$ cat src/ssc_consts.svh
// register map, field positions and reset values of the select control block
`ifndef SSC_CONSTS_SVH
`define SSC_CONSTS_SVH
`define SSC_ADDR_CTRL 8'h00
`define SSC_ADDR_SEL 8'h08
`define SSC_ADDR_IST 8'h40
`define SSC_ADDR_IMSK 8'h44
`define SSC_CTL_GO 0
`define SSC_CTL_MST 1
`define SSC_CTL_FIFO 2
`define SSC_CTL_LEN_LO 8
`define SSC_CTL_LEN_HI 12
`define SSC_SEL_CTL 0
`define SSC_SEL_POL 2
`define SSC_SEL_AUTO 3
`define SSC_SEL_LTRIG 4
`define SSC_SEL_FLAG 5
`define SSC_IST_DONE 0
`define SSC_IST_MISS 1
`define SSC_LEN_ZERO 5'h00
`define SSC_LEN_FULL 6'h20
`define SSC_CNT_MAX 6'h3f
`define SSC_CLR_PCLK 3'h4
`define SSC_ZERO32 32'h00000000
`define SSC_RESP_OKAY 1'h0
`endif

$ cat src/ssc_pkg.sv
// shared types of the select control block
package ssc_pkg;
  typedef enum logic [0:0] {
    ssc_m_idle,
    ssc_m_run
  } ssc_mst_state_t;
endpackage : ssc_pkg

$ cat src/ssc_top.sv
// select control block: ahb-lite registers, master select drive, slave select decode
// What this block does
// - at the end of a slave transaction the match flag shows whether the bit count fit.
// - the match flag is read only and clears four peripheral clocks plus one cycle after go.
// - with fifo mode on the match flag means nothing and is held at zero.
// - slave select in edge mode turns active only after the entry edge.
// - slave select in level mode is active while the pin sits at the active level.
// - polarity 0 means low or falling active, polarity 1 high or rising active.
// - with auto select off the master pin follows the control bit at any time.
// - with auto select on the master pin is active only while a transfer runs.
// - with auto select off control 0 drives inactive and 1 drives active.
// - with auto select on control 0 keeps inactive and 1 allows activity in transfers.
// - level trigger acts only in slave role, auto select and control only as master.
// - writing go starts a master transfer or arms the slave for one transaction.
// - bit length 8 to 31 is the count and 0 means 32; 1 to 7 are unusable.
`timescale 1ns/1ns
`include "ssc_consts.svh"
module ssc_top (
  input wire logic i_mclk, // system clock, 50 MHz
  input wire logic i_resetn, // asynchronous reset, active low
  input wire logic i_hsel, // ahb slave select
  input wire logic [31:0] i_haddr, // ahb address
  input wire logic [1:0] i_htrans, // ahb transfer type
  input wire logic i_hwrite, // ahb write
  input wire logic [2:0] i_hsize, // ahb size, word only
  input wire logic [31:0] i_hwdata, // ahb write data
  output logic [31:0] o_hrdata, // ahb read data
  output logic o_hreadyout, // ahb ready
  output logic o_hresp, // ahb response, always okay
  input wire logic i_spi_pclk, // spi peripheral clock
  input wire logic i_sclk, // spi bus clock from external master
  input wire logic i_ss_in, // select pin level
  output logic o_ss_out, // select pin drive value
  output logic o_ss_oe, // select pin output enable
  output logic o_busy, // transfer go or busy
  output logic o_irq // interrupt, active high level
);
  logic rst_a_ff;
  logic rst_n;
  logic [2:0] sync_q;
  logic pclk_s;
  logic sclk_s;
  logic ss_s;
  logic pclk_d_ff;
  logic sclk_d_ff;
  logic pclk_rise;
  logic sclk_rise;
  logic addr_ok;
  logic wr_ph_ff;
  logic rd_ph_ff;
  logic [7:0] addr_ff;
  logic [31:0] hrdata_ff;
  logic hready_ff;
  logic hresp_ff;
  logic [31:0] rdata;
  logic wr_ctrl;
  logic wr_sel;
  logic go_wr;
  logic role_mst_ff;
  logic fifo_en_ff;
  logic [4:0] bit_len_ff;
  logic go_ff;
  logic sel_ctl_ff;
  logic sel_pol_ff;
  logic auto_en_ff;
  logic ltrig_en_ff;
  logic flag_ff;
  logic [1:0] ist_ff;
  logic [1:0] imsk_ff;
  logic [1:0] ev_set;
  logic [5:0] target;
  ssc_pkg::ssc_mst_state_t mst_st_ff;
  logic [5:0] mst_cnt_ff;
  logic mst_done;
  logic sel_act;
  logic sel_end;
  logic [5:0] slv_cnt_ff;
  logic slv_done;
  logic len_hit;
  logic clr_run_ff;
  logic [2:0] clr_cnt_ff;
  logic flag_clr;
  logic ss_drive_act;
  logic ss_out_ff;
  logic ss_oe_ff;
  logic busy_ff;
  logic irq_ff;

  // reset release through two flops, assertion stays asynchronous
  always_ff @(posedge i_mclk or negedge i_resetn) begin
    if (!i_resetn) begin
      rst_a_ff <= 1'b0;
      rst_n <= 1'b0;
    end else begin
      rst_a_ff <= 1'b1;
      rst_n <= rst_a_ff;
    end
  end

  // peripheral clock, bus clock and select pin all come from outside
  ssc_sync #(.W(3)) u_sync (
    .i_clk(i_mclk),
    .i_rst_n(rst_n),
    .i_d({i_ss_in, i_sclk, i_spi_pclk}),
    .o_q(sync_q)
  );
  assign pclk_s = sync_q[0];
  assign sclk_s = sync_q[1];
  assign ss_s = sync_q[2];

  // edge finders on the synchronised copies
  always_ff @(posedge i_mclk or negedge rst_n) begin
    if (!rst_n) begin
      pclk_d_ff <= 1'b0;
      sclk_d_ff <= 1'b0;
    end else begin
      pclk_d_ff <= pclk_s;
      sclk_d_ff <= sclk_s;
    end
  end
  assign pclk_rise = pclk_s & ~pclk_d_ff;
  assign sclk_rise = sclk_s & ~sclk_d_ff;

  // ahb-lite slave: writes without wait, reads take one wait state
  assign addr_ok = i_hsel & i_htrans[1] & hready_ff;
  always_ff @(posedge i_mclk or negedge rst_n) begin
    if (!rst_n) begin
      wr_ph_ff <= 1'b0;
      rd_ph_ff <= 1'b0;
      addr_ff <= 8'h00;
      hrdata_ff <= `SSC_ZERO32;
      hready_ff <= 1'b1;
      hresp_ff <= `SSC_RESP_OKAY;
    end else begin
      hresp_ff <= `SSC_RESP_OKAY;
      if (rd_ph_ff) begin
        hrdata_ff <= rdata;
        hready_ff <= 1'b1;
        rd_ph_ff <= 1'b0;
        wr_ph_ff <= 1'b0;
      end else if (addr_ok) begin
        wr_ph_ff <= i_hwrite;
        rd_ph_ff <= ~i_hwrite;
        addr_ff <= i_haddr[7:0];
        hready_ff <= i_hwrite;
      end else begin
        wr_ph_ff <= 1'b0;
      end
    end
  end

  // read mux; unmapped addresses read zero
  always_comb begin
    rdata = `SSC_ZERO32;
    if (addr_ff == `SSC_ADDR_CTRL) begin
      rdata[`SSC_CTL_GO] = role_mst_ff ? go_ff : 1'b1; // slave always reads busy
      rdata[`SSC_CTL_MST] = role_mst_ff;
      rdata[`SSC_CTL_FIFO] = fifo_en_ff;
      rdata[`SSC_CTL_LEN_HI:`SSC_CTL_LEN_LO] = bit_len_ff;
    end else if (addr_ff == `SSC_ADDR_SEL) begin
      rdata[`SSC_SEL_CTL] = sel_ctl_ff;
      rdata[`SSC_SEL_POL] = sel_pol_ff;
      rdata[`SSC_SEL_AUTO] = auto_en_ff;
      rdata[`SSC_SEL_LTRIG] = ltrig_en_ff;
      rdata[`SSC_SEL_FLAG] = flag_ff;
    end else if (addr_ff == `SSC_ADDR_IST) begin
      rdata[1:0] = ist_ff;
    end else if (addr_ff == `SSC_ADDR_IMSK) begin
      rdata[1:0] = imsk_ff;
    end
  end

  assign wr_ctrl = wr_ph_ff & (addr_ff == `SSC_ADDR_CTRL);
  assign wr_sel = wr_ph_ff & (addr_ff == `SSC_ADDR_SEL);
  assign go_wr = wr_ctrl & i_hwdata[`SSC_CTL_GO];

  // control register; role and length should be set before go
  always_ff @(posedge i_mclk or negedge rst_n) begin
    if (!rst_n) begin
      role_mst_ff <= 1'b0;
      fifo_en_ff <= 1'b0;
      bit_len_ff <= `SSC_LEN_ZERO;
    end else if (wr_ctrl) begin
      role_mst_ff <= i_hwdata[`SSC_CTL_MST];
      fifo_en_ff <= i_hwdata[`SSC_CTL_FIFO];
      bit_len_ff <= i_hwdata[`SSC_CTL_LEN_HI:`SSC_CTL_LEN_LO];
    end
  end

  // select register writable fields; flag and reserved bits ignore writes
  always_ff @(posedge i_mclk or negedge rst_n) begin
    if (!rst_n) begin
      sel_ctl_ff <= 1'b0;
      sel_pol_ff <= 1'b0;
      auto_en_ff <= 1'b0;
      ltrig_en_ff <= 1'b0;
    end else if (wr_sel) begin
      sel_ctl_ff <= i_hwdata[`SSC_SEL_CTL];
      sel_pol_ff <= i_hwdata[`SSC_SEL_POL];
      auto_en_ff <= i_hwdata[`SSC_SEL_AUTO];
      ltrig_en_ff <= i_hwdata[`SSC_SEL_LTRIG];
    end
  end

  // zero length means a full 32-bit word; 1..7 are passed through unchecked
  assign target = (bit_len_ff == `SSC_LEN_ZERO) ? `SSC_LEN_FULL : {1'b0, bit_len_ff};

  // master transfer timing: one bit per peripheral clock period
  always_ff @(posedge i_mclk or negedge rst_n) begin
    if (!rst_n) begin
      mst_st_ff <= ssc_pkg::ssc_m_idle;
      mst_cnt_ff <= 6'h00;
    end else begin
      case (mst_st_ff)
        ssc_pkg::ssc_m_idle: begin
          mst_cnt_ff <= 6'h00;
          if (go_wr && role_mst_ff) begin
            mst_st_ff <= ssc_pkg::ssc_m_run;
          end
        end
        ssc_pkg::ssc_m_run: begin
          if (mst_done) begin
            mst_st_ff <= ssc_pkg::ssc_m_idle;
          end else if (pclk_rise) begin
            mst_cnt_ff <= mst_cnt_ff + 6'h01;
          end
        end
        default: mst_st_ff <= ssc_pkg::ssc_m_idle;
      endcase
    end
  end
  assign mst_done = (mst_st_ff == ssc_pkg::ssc_m_run) && (mst_cnt_ff == target);

  // slave select decode, steered by the polarity and level-trigger bits
  ssc_sel_detect u_sel (
    .i_clk(i_mclk),
    .i_rst_n(rst_n),
    .i_ss(ss_s),
    .i_pol(sel_pol_ff),
    .i_level_mode(ltrig_en_ff),
    .o_active(sel_act),
    .o_end(sel_end)
  );

  // slave bit count, saturating so an overlong frame cannot wrap to a match
  always_ff @(posedge i_mclk or negedge rst_n) begin
    if (!rst_n) begin
      slv_cnt_ff <= 6'h00;
    end else if (sel_end) begin
      slv_cnt_ff <= 6'h00;
    end else if (sel_act && sclk_rise && (slv_cnt_ff != `SSC_CNT_MAX)) begin
      slv_cnt_ff <= slv_cnt_ff + 6'h01;
    end
  end
  assign slv_done = sel_end & ~role_mst_ff & go_ff;
  assign len_hit = (slv_cnt_ff == target);

  // go bit: set by software, cleared when the transfer or transaction ends
  always_ff @(posedge i_mclk or negedge rst_n) begin
    if (!rst_n) begin
      go_ff <= 1'b0;
    end else if (go_wr) begin
      go_ff <= 1'b1;
    end else if (mst_done || slv_done) begin
      go_ff <= 1'b0;
    end
  end

  // delayed clear: four peripheral clock edges, then one more system cycle
  always_ff @(posedge i_mclk or negedge rst_n) begin
    if (!rst_n) begin
      clr_run_ff <= 1'b0;
      clr_cnt_ff <= 3'h0;
    end else if (go_wr) begin
      clr_run_ff <= 1'b1;
      clr_cnt_ff <= 3'h0;
    end else if (flag_clr) begin
      clr_run_ff <= 1'b0;
    end else if (clr_run_ff && pclk_rise) begin
      clr_cnt_ff <= clr_cnt_ff + 3'h1;
    end
  end
  assign flag_clr = clr_run_ff && (clr_cnt_ff == `SSC_CLR_PCLK);

  // match flag; a transaction end in the clear cycle wins
  always_ff @(posedge i_mclk or negedge rst_n) begin
    if (!rst_n) begin
      flag_ff <= 1'b0;
    end else if (fifo_en_ff) begin
      flag_ff <= 1'b0;
    end else if (slv_done) begin
      flag_ff <= len_hit;
    end else if (flag_clr) begin
      flag_ff <= 1'b0;
    end
  end

  // sticky events: done, and slave length mismatch; set beats write-one clear
  assign ev_set[`SSC_IST_DONE] = mst_done | slv_done;
  assign ev_set[`SSC_IST_MISS] = slv_done & ~len_hit;
  always_ff @(posedge i_mclk or negedge rst_n) begin
    if (!rst_n) begin
      ist_ff <= 2'h0;
      imsk_ff <= 2'h0;
    end else begin
      if (wr_ph_ff && (addr_ff == `SSC_ADDR_IST)) begin
        ist_ff <= (ist_ff & ~i_hwdata[1:0]) | ev_set;
      end else begin
        ist_ff <= ist_ff | ev_set;
      end
      if (wr_ph_ff && (addr_ff == `SSC_ADDR_IMSK)) begin
        imsk_ff <= i_hwdata[1:0];
      end
    end
  end

  // master select drive; manual mode ignores transfer activity
  always_comb begin
    if (auto_en_ff) begin
      ss_drive_act = sel_ctl_ff && (mst_st_ff == ssc_pkg::ssc_m_run);
    end else begin
      ss_drive_act = sel_ctl_ff;
    end
  end

  // registered pin and status outputs; slave role releases the pin
  always_ff @(posedge i_mclk or negedge rst_n) begin
    if (!rst_n) begin
      ss_out_ff <= 1'b1;
      ss_oe_ff <= 1'b0;
      busy_ff <= 1'b0;
      irq_ff <= 1'b0;
    end else begin
      ss_out_ff <= ss_drive_act ? sel_pol_ff : ~sel_pol_ff;
      ss_oe_ff <= role_mst_ff;
      busy_ff <= go_ff;
      irq_ff <= |(ist_ff & imsk_ff);
    end
  end

  assign o_hrdata = hrdata_ff;
  assign o_hreadyout = hready_ff;
  assign o_hresp = hresp_ff;
  assign o_ss_out = ss_out_ff;
  assign o_ss_oe = ss_oe_ff;
  assign o_busy = busy_ff;
  assign o_irq = irq_ff;

  // checks
  property p_flag_set;
    @(posedge i_mclk) disable iff (!rst_n)
    (slv_done && !fifo_en_ff) |=> (flag_ff == $past(len_hit));
  endproperty
  a_flag_set: assert property (p_flag_set) else $error("match flag wrong after end");

  property p_flag_clr;
    @(posedge i_mclk) disable iff (!rst_n)
    go_wr |-> ##[1:60] !flag_ff;
  endproperty
  a_flag_clr: assert property (p_flag_clr) else $error("match flag not cleared");

  property p_flag_hold;
    @(posedge i_mclk) disable iff (!rst_n)
    (go_wr && flag_ff && !fifo_en_ff && !i_hwdata[`SSC_CTL_FIFO]) |=> flag_ff [*4];
  endproperty
  a_flag_hold: assert property (p_flag_hold) else $error("match flag cleared early");

  property p_fifo_flag;
    @(posedge i_mclk) disable iff (!rst_n)
    fifo_en_ff |=> !flag_ff;
  endproperty
  a_fifo_flag: assert property (p_fifo_flag) else $error("flag set in fifo mode");

  property p_edge_needed;
    @(posedge i_mclk) disable iff (!rst_n)
    (!ltrig_en_ff && !sel_act && (ss_s == sel_pol_ff) && $stable(ss_s)) |=> !sel_act;
  endproperty
  a_edge_needed: assert property (p_edge_needed) else $error("active without edge");

  property p_level_act;
    @(posedge i_mclk) disable iff (!rst_n)
    (ltrig_en_ff && $stable(ltrig_en_ff)) |=> (sel_act == $past(ss_s == sel_pol_ff));
  endproperty
  a_level_act: assert property (p_level_act) else $error("level select mismatch");

  property p_manual;
    @(posedge i_mclk) disable iff (!rst_n)
    !auto_en_ff |=> (o_ss_out == ($past(sel_ctl_ff) ~^ $past(sel_pol_ff)));
  endproperty
  a_manual: assert property (p_manual) else $error("manual select drive wrong");

  property p_auto_idle;
    @(posedge i_mclk) disable iff (!rst_n)
    (auto_en_ff && (mst_st_ff == ssc_pkg::ssc_m_idle)) |=> (o_ss_out == !$past(sel_pol_ff));
  endproperty
  a_auto_idle: assert property (p_auto_idle) else $error("auto select active idle");

  property p_start;
    @(posedge i_mclk) disable iff (!rst_n)
    (go_wr && role_mst_ff && (mst_st_ff == ssc_pkg::ssc_m_idle))
      |=> (mst_st_ff == ssc_pkg::ssc_m_run) && go_ff;
  endproperty
  a_start: assert property (p_start) else $error("go did not start");

  property p_len_full;
    @(posedge i_mclk) disable iff (!rst_n)
    (bit_len_ff == `SSC_LEN_ZERO) |-> (target == `SSC_LEN_FULL);
  endproperty
  a_len_full: assert property (p_len_full) else $error("zero length not 32");

  property p_rsvd;
    @(posedge i_mclk) disable iff (!rst_n)
    (rd_ph_ff && (addr_ff == `SSC_ADDR_SEL)) |=> (o_hrdata[31:6] == 26'h0) && !o_hrdata[1];
  endproperty
  a_rsvd: assert property (p_rsvd) else $error("reserved bits nonzero");

  property p_slave_oe;
    @(posedge i_mclk) disable iff (!rst_n)
    !role_mst_ff |=> !o_ss_oe;
  endproperty
  a_slave_oe: assert property (p_slave_oe) else $error("slave drives select");

  c_mst_done: cover property (@(posedge i_mclk) disable iff (!rst_n) mst_done && auto_en_ff);
  c_slv_hit: cover property (@(posedge i_mclk) disable iff (!rst_n) slv_done && len_hit);
  c_slv_miss: cover property (@(posedge i_mclk) disable iff (!rst_n) slv_done && !len_hit);
  c_flag_clr: cover property (@(posedge i_mclk) disable iff (!rst_n) flag_clr && flag_ff);
endmodule : ssc_top

$ cat src/ssc_sync.sv
// two-flop synchroniser for pins and the peripheral clock
`timescale 1ns/1ns
module ssc_sync #(
  parameter int W = 3
) (
  input wire logic i_clk, // system clock
  input wire logic i_rst_n, // synchronised reset, active low
  input wire logic [W-1:0] i_d, // asynchronous inputs
  output logic [W-1:0] o_q // synchronised copies
);
  // one pair of flops per bit; the first stage feeds only the second
  for (genvar g = 0; g < W; g++) begin : g_bit
    logic meta_ff;
    logic hold_ff;
    always_ff @(posedge i_clk or negedge i_rst_n) begin
      if (!i_rst_n) begin
        meta_ff <= 1'b0;
        hold_ff <= 1'b0;
      end else begin
        meta_ff <= i_d[g];
        hold_ff <= meta_ff;
      end
    end
    assign o_q[g] = hold_ff;
  end
endmodule : ssc_sync

$ cat src/ssc_sel_detect.sv
// slave-side select interpretation, edge or level triggered
`timescale 1ns/1ns
module ssc_sel_detect (
  input wire logic i_clk, // system clock
  input wire logic i_rst_n, // synchronised reset, active low
  input wire logic i_ss, // synchronised select pin level
  input wire logic i_pol, // 1 = active high or rising edge
  input wire logic i_level_mode, // 1 = level triggered
  output logic o_active, // select seen as active
  output logic o_end // one-cycle pulse when active ends
);
  logic prev_ff;
  logic act_ff;
  logic end_ff;
  logic pin_act;
  logic nxt_act;
  assign pin_act = (i_ss == i_pol);
  // edge mode needs a pin change into the active level; a polarity write alone is no edge
  always_comb begin
    if (i_level_mode) begin
      nxt_act = pin_act;
    end else begin
      nxt_act = act_ff ? pin_act : (pin_act & (i_ss ^ prev_ff));
    end
  end
  // activity state and end pulse
  always_ff @(posedge i_clk or negedge i_rst_n) begin
    if (!i_rst_n) begin
      prev_ff <= 1'b0;
      act_ff <= 1'b0;
      end_ff <= 1'b0;
    end else begin
      prev_ff <= i_ss; // raw level, same reset value as the synchroniser
      act_ff <= nxt_act;
      end_ff <= act_ff & ~nxt_act;
    end
  end
  assign o_active = act_ff;
  assign o_end = end_ff;
endmodule : ssc_sel_detect

$ cat config.mk
export PLATFORM = sky130hd
export DESIGN_NAME = ssc_top
export DESIGN_NICKNAME = d
export VERILOG_FILES = /design/src/ssc_pkg.sv /design/src/ssc_top.sv /design/src/ssc_sync.sv /design/src/ssc_sel_detect.sv
export VERILOG_INCLUDE_DIRS = /design/src /design/src/src
export SDC_FILE = /design/constraint.sdc
export NUM_CORES = 1
export LEC_CHECK = 0
export BUFFER_PORTS_ARGS = -buffer_cell sky130_fd_sc_hd__buf_2
export CAP_MARGIN = 20
export CORE_MARGIN = 4
export CORE_UTILIZATION = 40
export DETAILED_ROUTE_END_ITERATION = 10
export GPL_TIMING_DRIVEN = 0
export HOLD_SLACK_MARGIN = 0.15
export PLACE_DENSITY = 0.79
export SLEW_MARGIN = 20
export SYNTH_ARGS = -nofsm -noshare
export SYNTH_HDL_FRONTEND = slang
export SYNTH_HIERARCHICAL = 1
export SYNTH_SLANG_ARGS = --single-unit
$ cat constraint.sdc
create_clock -name i_mclk -period 2.3 [get_ports i_mclk]
set_input_delay 0.23 -clock i_mclk [delete_from_list [all_inputs] [get_ports i_mclk]]
set_output_delay 0.23 -clock i_mclk [all_outputs]
set_load 0.02 [all_outputs]
==> flow_summary.ini, run 1 <==
[drt]
drt-wirelength-per-cell_microns = 13.0
drcViolationCount = 0
first_iter_violations = 170
ant_nets = 0
routed_wl_microns = 6500
viasPerCell = 4.74
dr.pass1.iters = 5
vias = 2375

[floorplan]
die_height_microns = 99.6
start_util_pct = 41.0
ioPinCount = 114
core-area_sq_um = 8180
floorplan.rows = 33
die_x_microns = 99.6
dieArea_sq_um = 9920

[clock_network]
cts_sinks = 73
cts_setup_buffers = 0
cts_buffers = 9
clk_pin_slew_ns = 0.08
clk_latency_ns = 0.34
clock-root-buffer = clkbuf_8
cts_tree = yes
cts_max_level = 3
cts.path.max_buffers = 2

[sta]
rsz0062_at_grt = no
fin_ws_ns = 0.157
hold_violations = 0
holdWs_ns = 0.177
finClkSkew_ns = 0.0116
finalCriticalPeriod_ns = 2.14
slew_violations = 0
fmax_mhz = 467
setup_violations = 0
fin_crit_sh_pct = 93.2

[critical_path]
cpPeakStageDelay_ns = 0.60
worst_setup_path_start_kind = flip-flop
path_cells = or4_4, o21ai_1, nor4b_4, buf_4, nor2_2, a32o_1
cp_max_fo = 10
cp-end-kind = flip-flop
worst-endpoint-required_ns = 2.54
criticalPathCategory = flip-flop to flip-flop
critPathArrivalTime_ns = 2.38
cp_slowest_cell = or4_4

[placed_design]
gp_congestion = 0.831
io_buffers = 41
dp_hpwl_microns = 4650
placed_area_sq_um = 3800
dp_slack_ns = 0.148

[synthesis]
synthCells = 295
synth_seq_cells = 73
synth_mux_area_share_pct = 8.58
synth.distinct_cells = 53
async_reset_ff_share_pct = 100
synth_top_cell_area_share_pct = 52.9
ys_warn_count = 6
synth_area_leaders = dfrtp_1 (53%), buf_4 (5.8%), mux2_2 (5.7%)
synthAdderAreaFrac_pct = 1.49
synth_top_family_by_area = simple AND/OR/NAND/NOR gates
synth-compound-area-share_pct = 7.16
yosysTopAreaCell = dfrtp_1
ys_seq_area_share_pct = 54.5
synth-main-ff-cell = dfrtp_1
synth-edff-count = 0
synth-simple-area-share_pct = 14.1
syn_avg_cell_area_sq_um = 11.4
synthXorXnorAreaFrac_pct = 5.48
synth_area_sq_um = 3360

[final_layout]
nets = 471
final_util_pct = 51.3
final_cell_mix = dfrtp_1 (70), buf_2 (42), buf_4 (26)
n_antenna_cell = 0
final_common_cell = dfrtp_1
drive_gt1_share_pct = 28.3
syn_to_final_growth_pct = 25.1
design_area_sq_um = 4200

[run_status]
outcome = complete, no violations

[global_routing]
grt_first_pass_wirelength_microns = 11400
antenna_found_initial = 0
overflow = 0
grt_max_degree = 52
grt_pass1_vias = 2468
grt_use_total_pct = 14.6

[worst_hold_path]
hp-class = primary input to flip-flop

[pwr]
peakVddDrop_uv = 375
power_mw = 2.71
p_leak_nw = 2.02
p_per_area_nw_per_um2 = 646

[job]
maxCapViolations = 0
-- layer usage --
| metal | global-route usage, % | vias to the layer above | share of wire, % |
|---|---|---|---|
| met5 | 0 | - | 0 |
| met4 | 7.25 | 0 | 2.4 |
| met3 | 4.70 | 15 | 6.4 |
| met2 | 23.6 | 71 | 48 |
| met1 | 17.5 | 1130 | 43 |
| li1 | - | 1159 | - |
-- layout make-up --
class / count / area, sq um
Buffer: 32 / 219
Clock buffer: 12 / 145
Clock inverter: 4 / 28.8
Fill cell: 724 / 3980
Inverter: 17 / 63.8
Multi-Input combinational cell: 194 / 1320
Sequential cell: 73 / 1830
Tap cell: 105 / 131
Timing Repair Buffer: 64 / 453
-- cells by family after synthesis --
kind of cell / after synthesis
and+or+nand+nor: 84
DFF: 73
buffers and inverters: 49
AOI/OAI and AO/OA: 36
muxes: 26
xor gates and xnor gates: 21
adders and majority gates: 4
other: 2
-- where the power goes --
group	internal [mW]	switching [mW]
sequential	1.38	0.0903
clock	0.421	0.457
combinational	0.180	0.181
-- through the flow --
step                cells  setup TNS [ns]
floorplan             316               0
global placement      462          -42.30
detailed placement    463               0
CTS                   501               0
global route          501               0
finish                501               0
-- worst max-delay path, delay by kind of cell (launching register included) --
kind                   cells  cell delay, ns
flip-flops                 1            0.45
AO/OA/AOI/OAI              2            0.39
AND/OR/NAND/NOR            3            0.97
buffers and inverters      1            0.24
-- cells in the mapped netlist, drive strengths merged (2+ instances only) --
library cell and count:
dfstp 2, nor3 4, o21ai 15, clkbuf 5
nand2 25, inv 17, nand2b 3, conb 2
nor2 18, nand4 8, mux2 22, a21oi 4
a21o 2, ha 4, nor4 2, xnor2 11
dfrtp 71, and3 3, buf 27, a21boi 2
or4 3, xor2 10, nand3 8, mux2i 4
o31ai 2
-- final timing paths --
check | from | endpoint | slack, ns | cells past startpoint
setup reg to reg | bit_len_ff[1]$_DFFE_PN0N_ | mst_cnt_ff[1]$_DFFE_PN0P_ | 0.16 | 6
max in group asynchronous | rst_n$_DFF_PN0_ | o_ss_out$_DFF_PN1_ | 1.50 | 1
setup / recovery | bit_len_ff[1]$_DFFE_PN0N_ | mst_cnt_ff[1]$_DFFE_PN0P_ | 0.16 | 6
hold reg to reg | rst_n$_DFF_PN0_ | o_hrdata[2]$_DFFE_PN0P_ | 0.22 | 0
hold / removal | i_hwdata[0] | imsk_ff[0]$_DFFE_PN0P_ | 0.18 | 2
min in group asynchronous | i_resetn | rst_n$_DFF_PN0_ | 0.19 | 2
-- state kept, by name, indices dropped and copies added (netlist names), 3 cells and up --
| name | count |
|---|---|
| u_sync/g_bit.hold_ff | 3 |
| mst_cnt_ff | 6 |
| addr_ff | 8 |
| o_hrdata | 11 |
| u_sync/g_bit.meta_ff | 3 |
| slv_cnt_ff | 6 |
| bit_len_ff | 5 |
| clr_cnt_ff | 3 |
-- repair_timing --
item                       CTS  global route
setup endpoints to repair    0             0
hold buffers                22             0
gates resized for setup      0             0
hold endpoints to repair    27             0
No activity file was read; power rests on OpenSTA's default activity.
==> run 2, diff against run 1 <==
--- a/config.mk
+++ b/config.mk
@@ -8,6 +8,7 @@
 export LEC_CHECK = 0
 export BUFFER_PORTS_ARGS = -buffer_cell sky130_fd_sc_hd__buf_2
 export CAP_MARGIN = 20
+export CORE_ASPECT_RATIO = 1.2
 export CORE_MARGIN = 4
 export CORE_UTILIZATION = 40
 export DETAILED_ROUTE_END_ITERATION = 10
==> run 2 against run 1 <==
Hold slack better by 0.0039 ns. Utilization increased by 0.74 points. Highest routed layer unchanged. Sequential share of layout area fell by 0.50 points. Combinational power is essentially flat. Critical endpoint is now mst_cnt_ff[5]$_DFFE_PN0P_. Critical path depth unchanged. Clock power rose by 16%. Routed wire length is 0.98% higher. Die area barely moved. Power is 5.3% higher. Register-to-register slack worse by 0.02 ns. Maximum frequency decreased by 0.80%.
==> flow_summary.ini, run 2 (synthesized netlist as in run 1, its figures left out) <==
[drt]
dr.pass1.iters = 4
routed_wl_microns = 6570
viasPerCell = 4.66
drt-wirelength-per-cell_microns = 12.8
drcViolationCount = 0
first_iter_violations = 105
ant_nets = 0
vias = 2380

[critical_path]
critPathArrivalTime_ns = 2.43
cp-startpoint = bit_len_ff[1]$_DFFE_PN0N_
worstRegToRegCells = 6
worst_setup_path_start_kind = flip-flop
criticalPathCategory = flip-flop to flip-flop
worst_r2r_endpoint = mst_cnt_ff[5]$_DFFE_PN0P_
reg2reg_slack_ns = 0.14
endpoint = mst_cnt_ff[5]$_DFFE_PN0P_
cp-end-kind = flip-flop
cp_max_fo = 5
worst-endpoint-required_ns = 2.57
r2r_start = bit_len_ff[1]$_DFFE_PN0N_

[sta]
holdWs_ns = 0.181
fmax_mhz = 463
setup_violations = 0
hold_violations = 0
finClkSkew_ns = 0.0114
slew_violations = 0
fin_crit_sh_pct = 93.9
finalCriticalPeriod_ns = 2.16
rsz0062_at_grt = no

[placed_design]
gp_congestion = 0.837
dp_hpwl_microns = 4730
io_buffers = 41

[pwr]
power_mw = 2.86
peakVddDrop_uv = 402
p_per_area_nw_per_um2 = 673
p_leak_nw = 2.03

[clock_network]
clock-root-buffer = clkbuf_8
clk_latency_ns = 0.35
cts_tree = yes
cts_resized = 0
cts_sinks = 73
cts_buffers = 9
cts_max_level = 3
cts.path.max_buffers = 2
clk_pin_slew_ns = 0.08

[job]
maxCapViolations = 0

[final_layout]
largest_register_ffs = 11
syn_to_final_growth_pct = 26.5
fillCellCount = 712
nets = 472
final_common_cell = dfrtp_1
final_cell_mix = dfrtp_1 (70), buf_2 (42), buf_4 (27)
drive_gt1_share_pct = 28.7
n_antenna_cell = 0

[global_routing]
grt_use_total_pct = 14.4
overflow = 0
antenna_found_initial = 0
grt_max_degree = 50
grt_pass1_vias = 2471
grt_first_pass_wirelength_microns = 11300

[floorplan]
dieArea_sq_um = 9920
ioPinCount = 114
die_height_microns = 108
floorplan.rows = 36
start_util_pct = 41.2
die_x_microns = 91.6
core-area_sq_um = 8150

[run_status]
outcome = complete, no violations

[worst_hold_path]
hp-class = primary input to asynchronous set/reset pin
[run 2: cell count changes in the layout (fill, tap and decap cells not counted), sizes merged]
| cell | previous run | this run |
|---|---|---|
| clkbuf | 17 | 16 |
| clkinv | 2 | 0 |
| buf | 69 | 70 |
| inv | 17 | 19 |
| bufinv | 0 | 1 |
[run 2: worst min-delay path by stage]
| stage | start | end | depth (start not counted) |
|---|---|---|---|
| after floorplan | i_resetn | rst_a_ff$_DFF_PN0_ | 0 |
| after global placement | i_resetn | rst_a_ff$_DFF_PN0_ | 1 |
| after detailed placement | i_resetn | rst_a_ff$_DFF_PN0_ | 1 |
| after CTS | i_resetn | rst_n$_DFF_PN0_ | 2 |
| after global routing | i_resetn | rst_n$_DFF_PN0_ | 2 |
| final | i_resetn | rst_n$_DFF_PN0_ | 2 |
[run 2: report_power, final]
group          internal [mW]  total, mW  leakage (nW)  switching, mW
clock                  0.539       1.02        0.0966          0.484
sequential              1.38       1.47         0.873         0.0890
combinational          0.180      0.361          1.07          0.182
total                   2.10       2.86          2.03          0.755
[run 2: per-stage QoR]
| stage | setup slack, ns | area (sq um) | TNS [ns] | utilization, % | std cells |
|---|---|---|---|---|---|
| finish | 0.139 | 4250 | 0 | 52.1 | 511 |
| global route | 0.0707 | 4250 | 0 | 52.1 | 511 |
| CTS | 0.101 | 4240 | 0 | 52.0 | 510 |
| detailed placement | 0.143 | 3810 | 0 | 46.8 | 472 |
| global placement | -0.599 | 3780 | -41.11 | 46.4 | 471 |
| floorplan | 0.120 | 3430 | 0 | - | 316 |
[run 2: per-layer routing]
layer / global-route usage [%] / part of all wire (%) / vias up
met5: 0 / 0 / -
met4: 6.47 / 1.7 / 0
met3: 4.45 / 6.1 / 12
met2: 24.6 / 51 / 74
met1: 16.7 / 41 / 1139
li1: - / - / 1155
[run 2: repair_timing]
item,CTS,global route
endpoints found under the setup margin,0,1
buffers inserted,0,1
hold buffers,22,0
hold endpoints to repair,27,0
[run 2: final cells by class]
class | count | area [sq um] | area share, %
Buffer | 32 | 219 | 5.16
Clock buffer | 11 | 141 | 3.33
Clock inverter | 5 | 62.6 | 1.47
Inverter | 17 | 63.8 | 1.50
Multi-Input combinational cell | 194 | 1320 | 31.2
Sequential cell | 73 | 1830 | 43.2
Tap cell | 114 | 143 | 3.36
Timing Repair Buffer | 65 | 460 | 10.8
[run 2: critical path: stages, from the launching register on]
cell      delay, ns
dfrtp_1        0.46
or4_4          0.60
nor3_4         0.16
nor4b_4        0.07
buf_4          0.15
or4_1          0.49
a21boi_1       0.15
==> run 3, diff against run 2 <==
--- a/config.mk
+++ b/config.mk
@@ -15,6 +15,7 @@
 export GPL_TIMING_DRIVEN = 0
 export HOLD_SLACK_MARGIN = 0.15
 export PLACE_DENSITY = 0.79
+export RECOVER_POWER = 100
 export SLEW_MARGIN = 20
 export SYNTH_ARGS = -nofsm -noshare
 export SYNTH_HDL_FRONTEND = slang
==> run 3 against run 2 <==
Clock skew barely moved. Final cell count unchanged. Power down 0.16%. Via count rose by 0.46%. Highest routed layer unchanged. Largest cell class unchanged.
==> flow_summary.ini, run 3 (synthesized netlist as in run 1, its figures left out) <==
[pwr]
p_seq_share_pct = 51.7
intPower_mw = 2.09
comb_power_share_pct = 12.4
power_mw = 2.85
sw_frac_of_total_pct = 26.6
p_clk_share_pct = 35.9
peakVddDrop_uv = 397
p_per_area_nw_per_um2 = 678
p_leak_nw = 1.99
power.switching_uw = 757

[sta]
holdWs_ns = 0.184
setup_tns_ns = 0
hold_violations = 0
slew_violations = 0
fin_ws_ns = 0.141
finClkSkew_ns = 0.0109
fin_crit_sh_pct = 93.9
fmax_mhz = 463
tightest_slew_ns = 0.969
finalCriticalPeriod_ns = 2.16
relSlewSlack_pct = 35.4
setup_violations = 0
rsz0062_at_grt = no

[placed_design]
dp_slack_ns = 0.143
placed_area_sq_um = 3810
dp_hpwl_microns = 4730
gp_congestion = 0.837
dp.cells = 472
io_buffers = 41

[critical_path]
worst-path-buf-inv = 1
cp-end-kind = flip-flop
worstRegToRegCells = 6
cp_slowest_cell = or4_4
reg2reg_slack_ns = 0.14
r2r_start = bit_len_ff[1]$_DFFE_PN0N_
path_cells = or4_4, nor3_4, nor4b_2, buf_4, or4_1, a21boi_0
worst_r2r_endpoint = mst_cnt_ff[5]$_DFFE_PN0P_
cpPeakStageDelay_ns = 0.60
critPathArrivalTime_ns = 2.42
worst-endpoint-required_ns = 2.56
criticalPathCategory = flip-flop to flip-flop
worst_setup_path_start_kind = flip-flop
cp_top_family = simple AND/OR/NAND/NOR gates
cp_max_fo = 5
cp-startpoint = bit_len_ff[1]$_DFFE_PN0N_

[final_layout]
drive_gt1_share_pct = 23.4
final_common_cell = dfrtp_1
final_cell_mix = dfrtp_1 (71), clkbuf_1 (25), nand2_1 (25)
syn_to_final_growth_pct = 25.3
final_util_pct = 51.6
largest_register_ffs = 11
nets = 472
n_antenna_cell = 0
design_area_sq_um = 4200
fillCellCount = 729
fin_cells = 511

[clock_network]
clk_latency_ns = 0.35
clk_pin_slew_ns = 0.08
cts_sinks = 73
cts_resized = 0
cts_tree = yes
cts.path.max_buffers = 2
clock-root-buffer = clkbuf_8
cts_buffers = 9
cts_max_level = 3

[floorplan]
ioPinCount = 114
core-area_sq_um = 8150
die_x_microns = 91.6
start_util_pct = 41.2
die_height_microns = 108
dieArea_sq_um = 9920
floorplan.rows = 36

[global_routing]
grt_pass1_vias = 2471
antenna_found_initial = 0
grt_first_pass_wirelength_microns = 11300
grt_use_total_pct = 14.4
overflow = 0
grt_max_degree = 50

[run_status]
outcome = complete, no violations

[drt]
drcViolationCount = 0
routed_wl_microns = 6560
viasPerCell = 4.68
first_iter_violations = 105
dr.pass1.iters = 4
vias = 2391
drt-wirelength-per-cell_microns = 12.8
ant_nets = 0

[worst_hold_path]
hp-class = primary input to asynchronous set/reset pin

[job]
maxCapViolations = 0
## run 3: worst max path at each step
stage / endpoint / slack (ns) / cells after the start
after floorplan: addr_ff[0]$_DFFE_PN0P_ / 0.12 / 0
after global routing: mst_cnt_ff[1]$_DFFE_PN0P_ / 0.05 / 6
after CTS: mst_cnt_ff[1]$_DFFE_PN0P_ / 0.10 / 6
after detailed placement: mst_cnt_ff[1]$_DFFE_PN0P_ / 0.14 / 6
final: mst_cnt_ff[5]$_DFFE_PN0P_ / 0.14 / 6
after global placement: bit_len_ff[4]$_DFFE_PN0N_ / -0.60 / 0
## run 3: power groups by stage
| stage | clock [mW] | combinational [mW] | sequential, mW |
|---|---|---|---|
| 2_1_floorplan | 0 | 0.224 | 1.50 |
| 3_3_place_gp | 0 | 0.299 | 1.51 |
| 3_5_place_dp | 0 | 0.334 | 1.50 |
| 4_1_cts | 1.05 | 0.363 | 1.47 |
| 5_1_grt | 1.11 | 0.402 | 1.49 |
| 6_report | 1.02 | 0.355 | 1.47 |
## run 3: cell type report
class / count / area (sq um) / area share [%]
inverter: 17 / 63.8 / 1.52
sequential: 73 / 1830 / 43.5
clock inverter: 5 / 62.6 / 1.49
timing repair buffer: 65 / 438 / 10.4
clock buffer: 11 / 141 / 3.36
multi-input combinational: 194 / 1310 / 31.2
buffer: 32 / 215 / 5.12
tap: 114 / 143 / 3.39
## run 3: per-layer routing
layer	global-route usage (%)	vias to the layer above	share of wire, %
li1	-	1159	-
met1	16.7	1145	42
met2	24.6	74	51
met3	4.45	13	5.7
met4	6.47	0	1.8
met5	0	-	0
## run 3: repair_timing
item | in CTS | in global routing
endpoints found under the setup margin | 0 | 1
setup buffers | 0 | 1
hold endpoints to repair | 27 | 0
hold buffers | 22 | 0
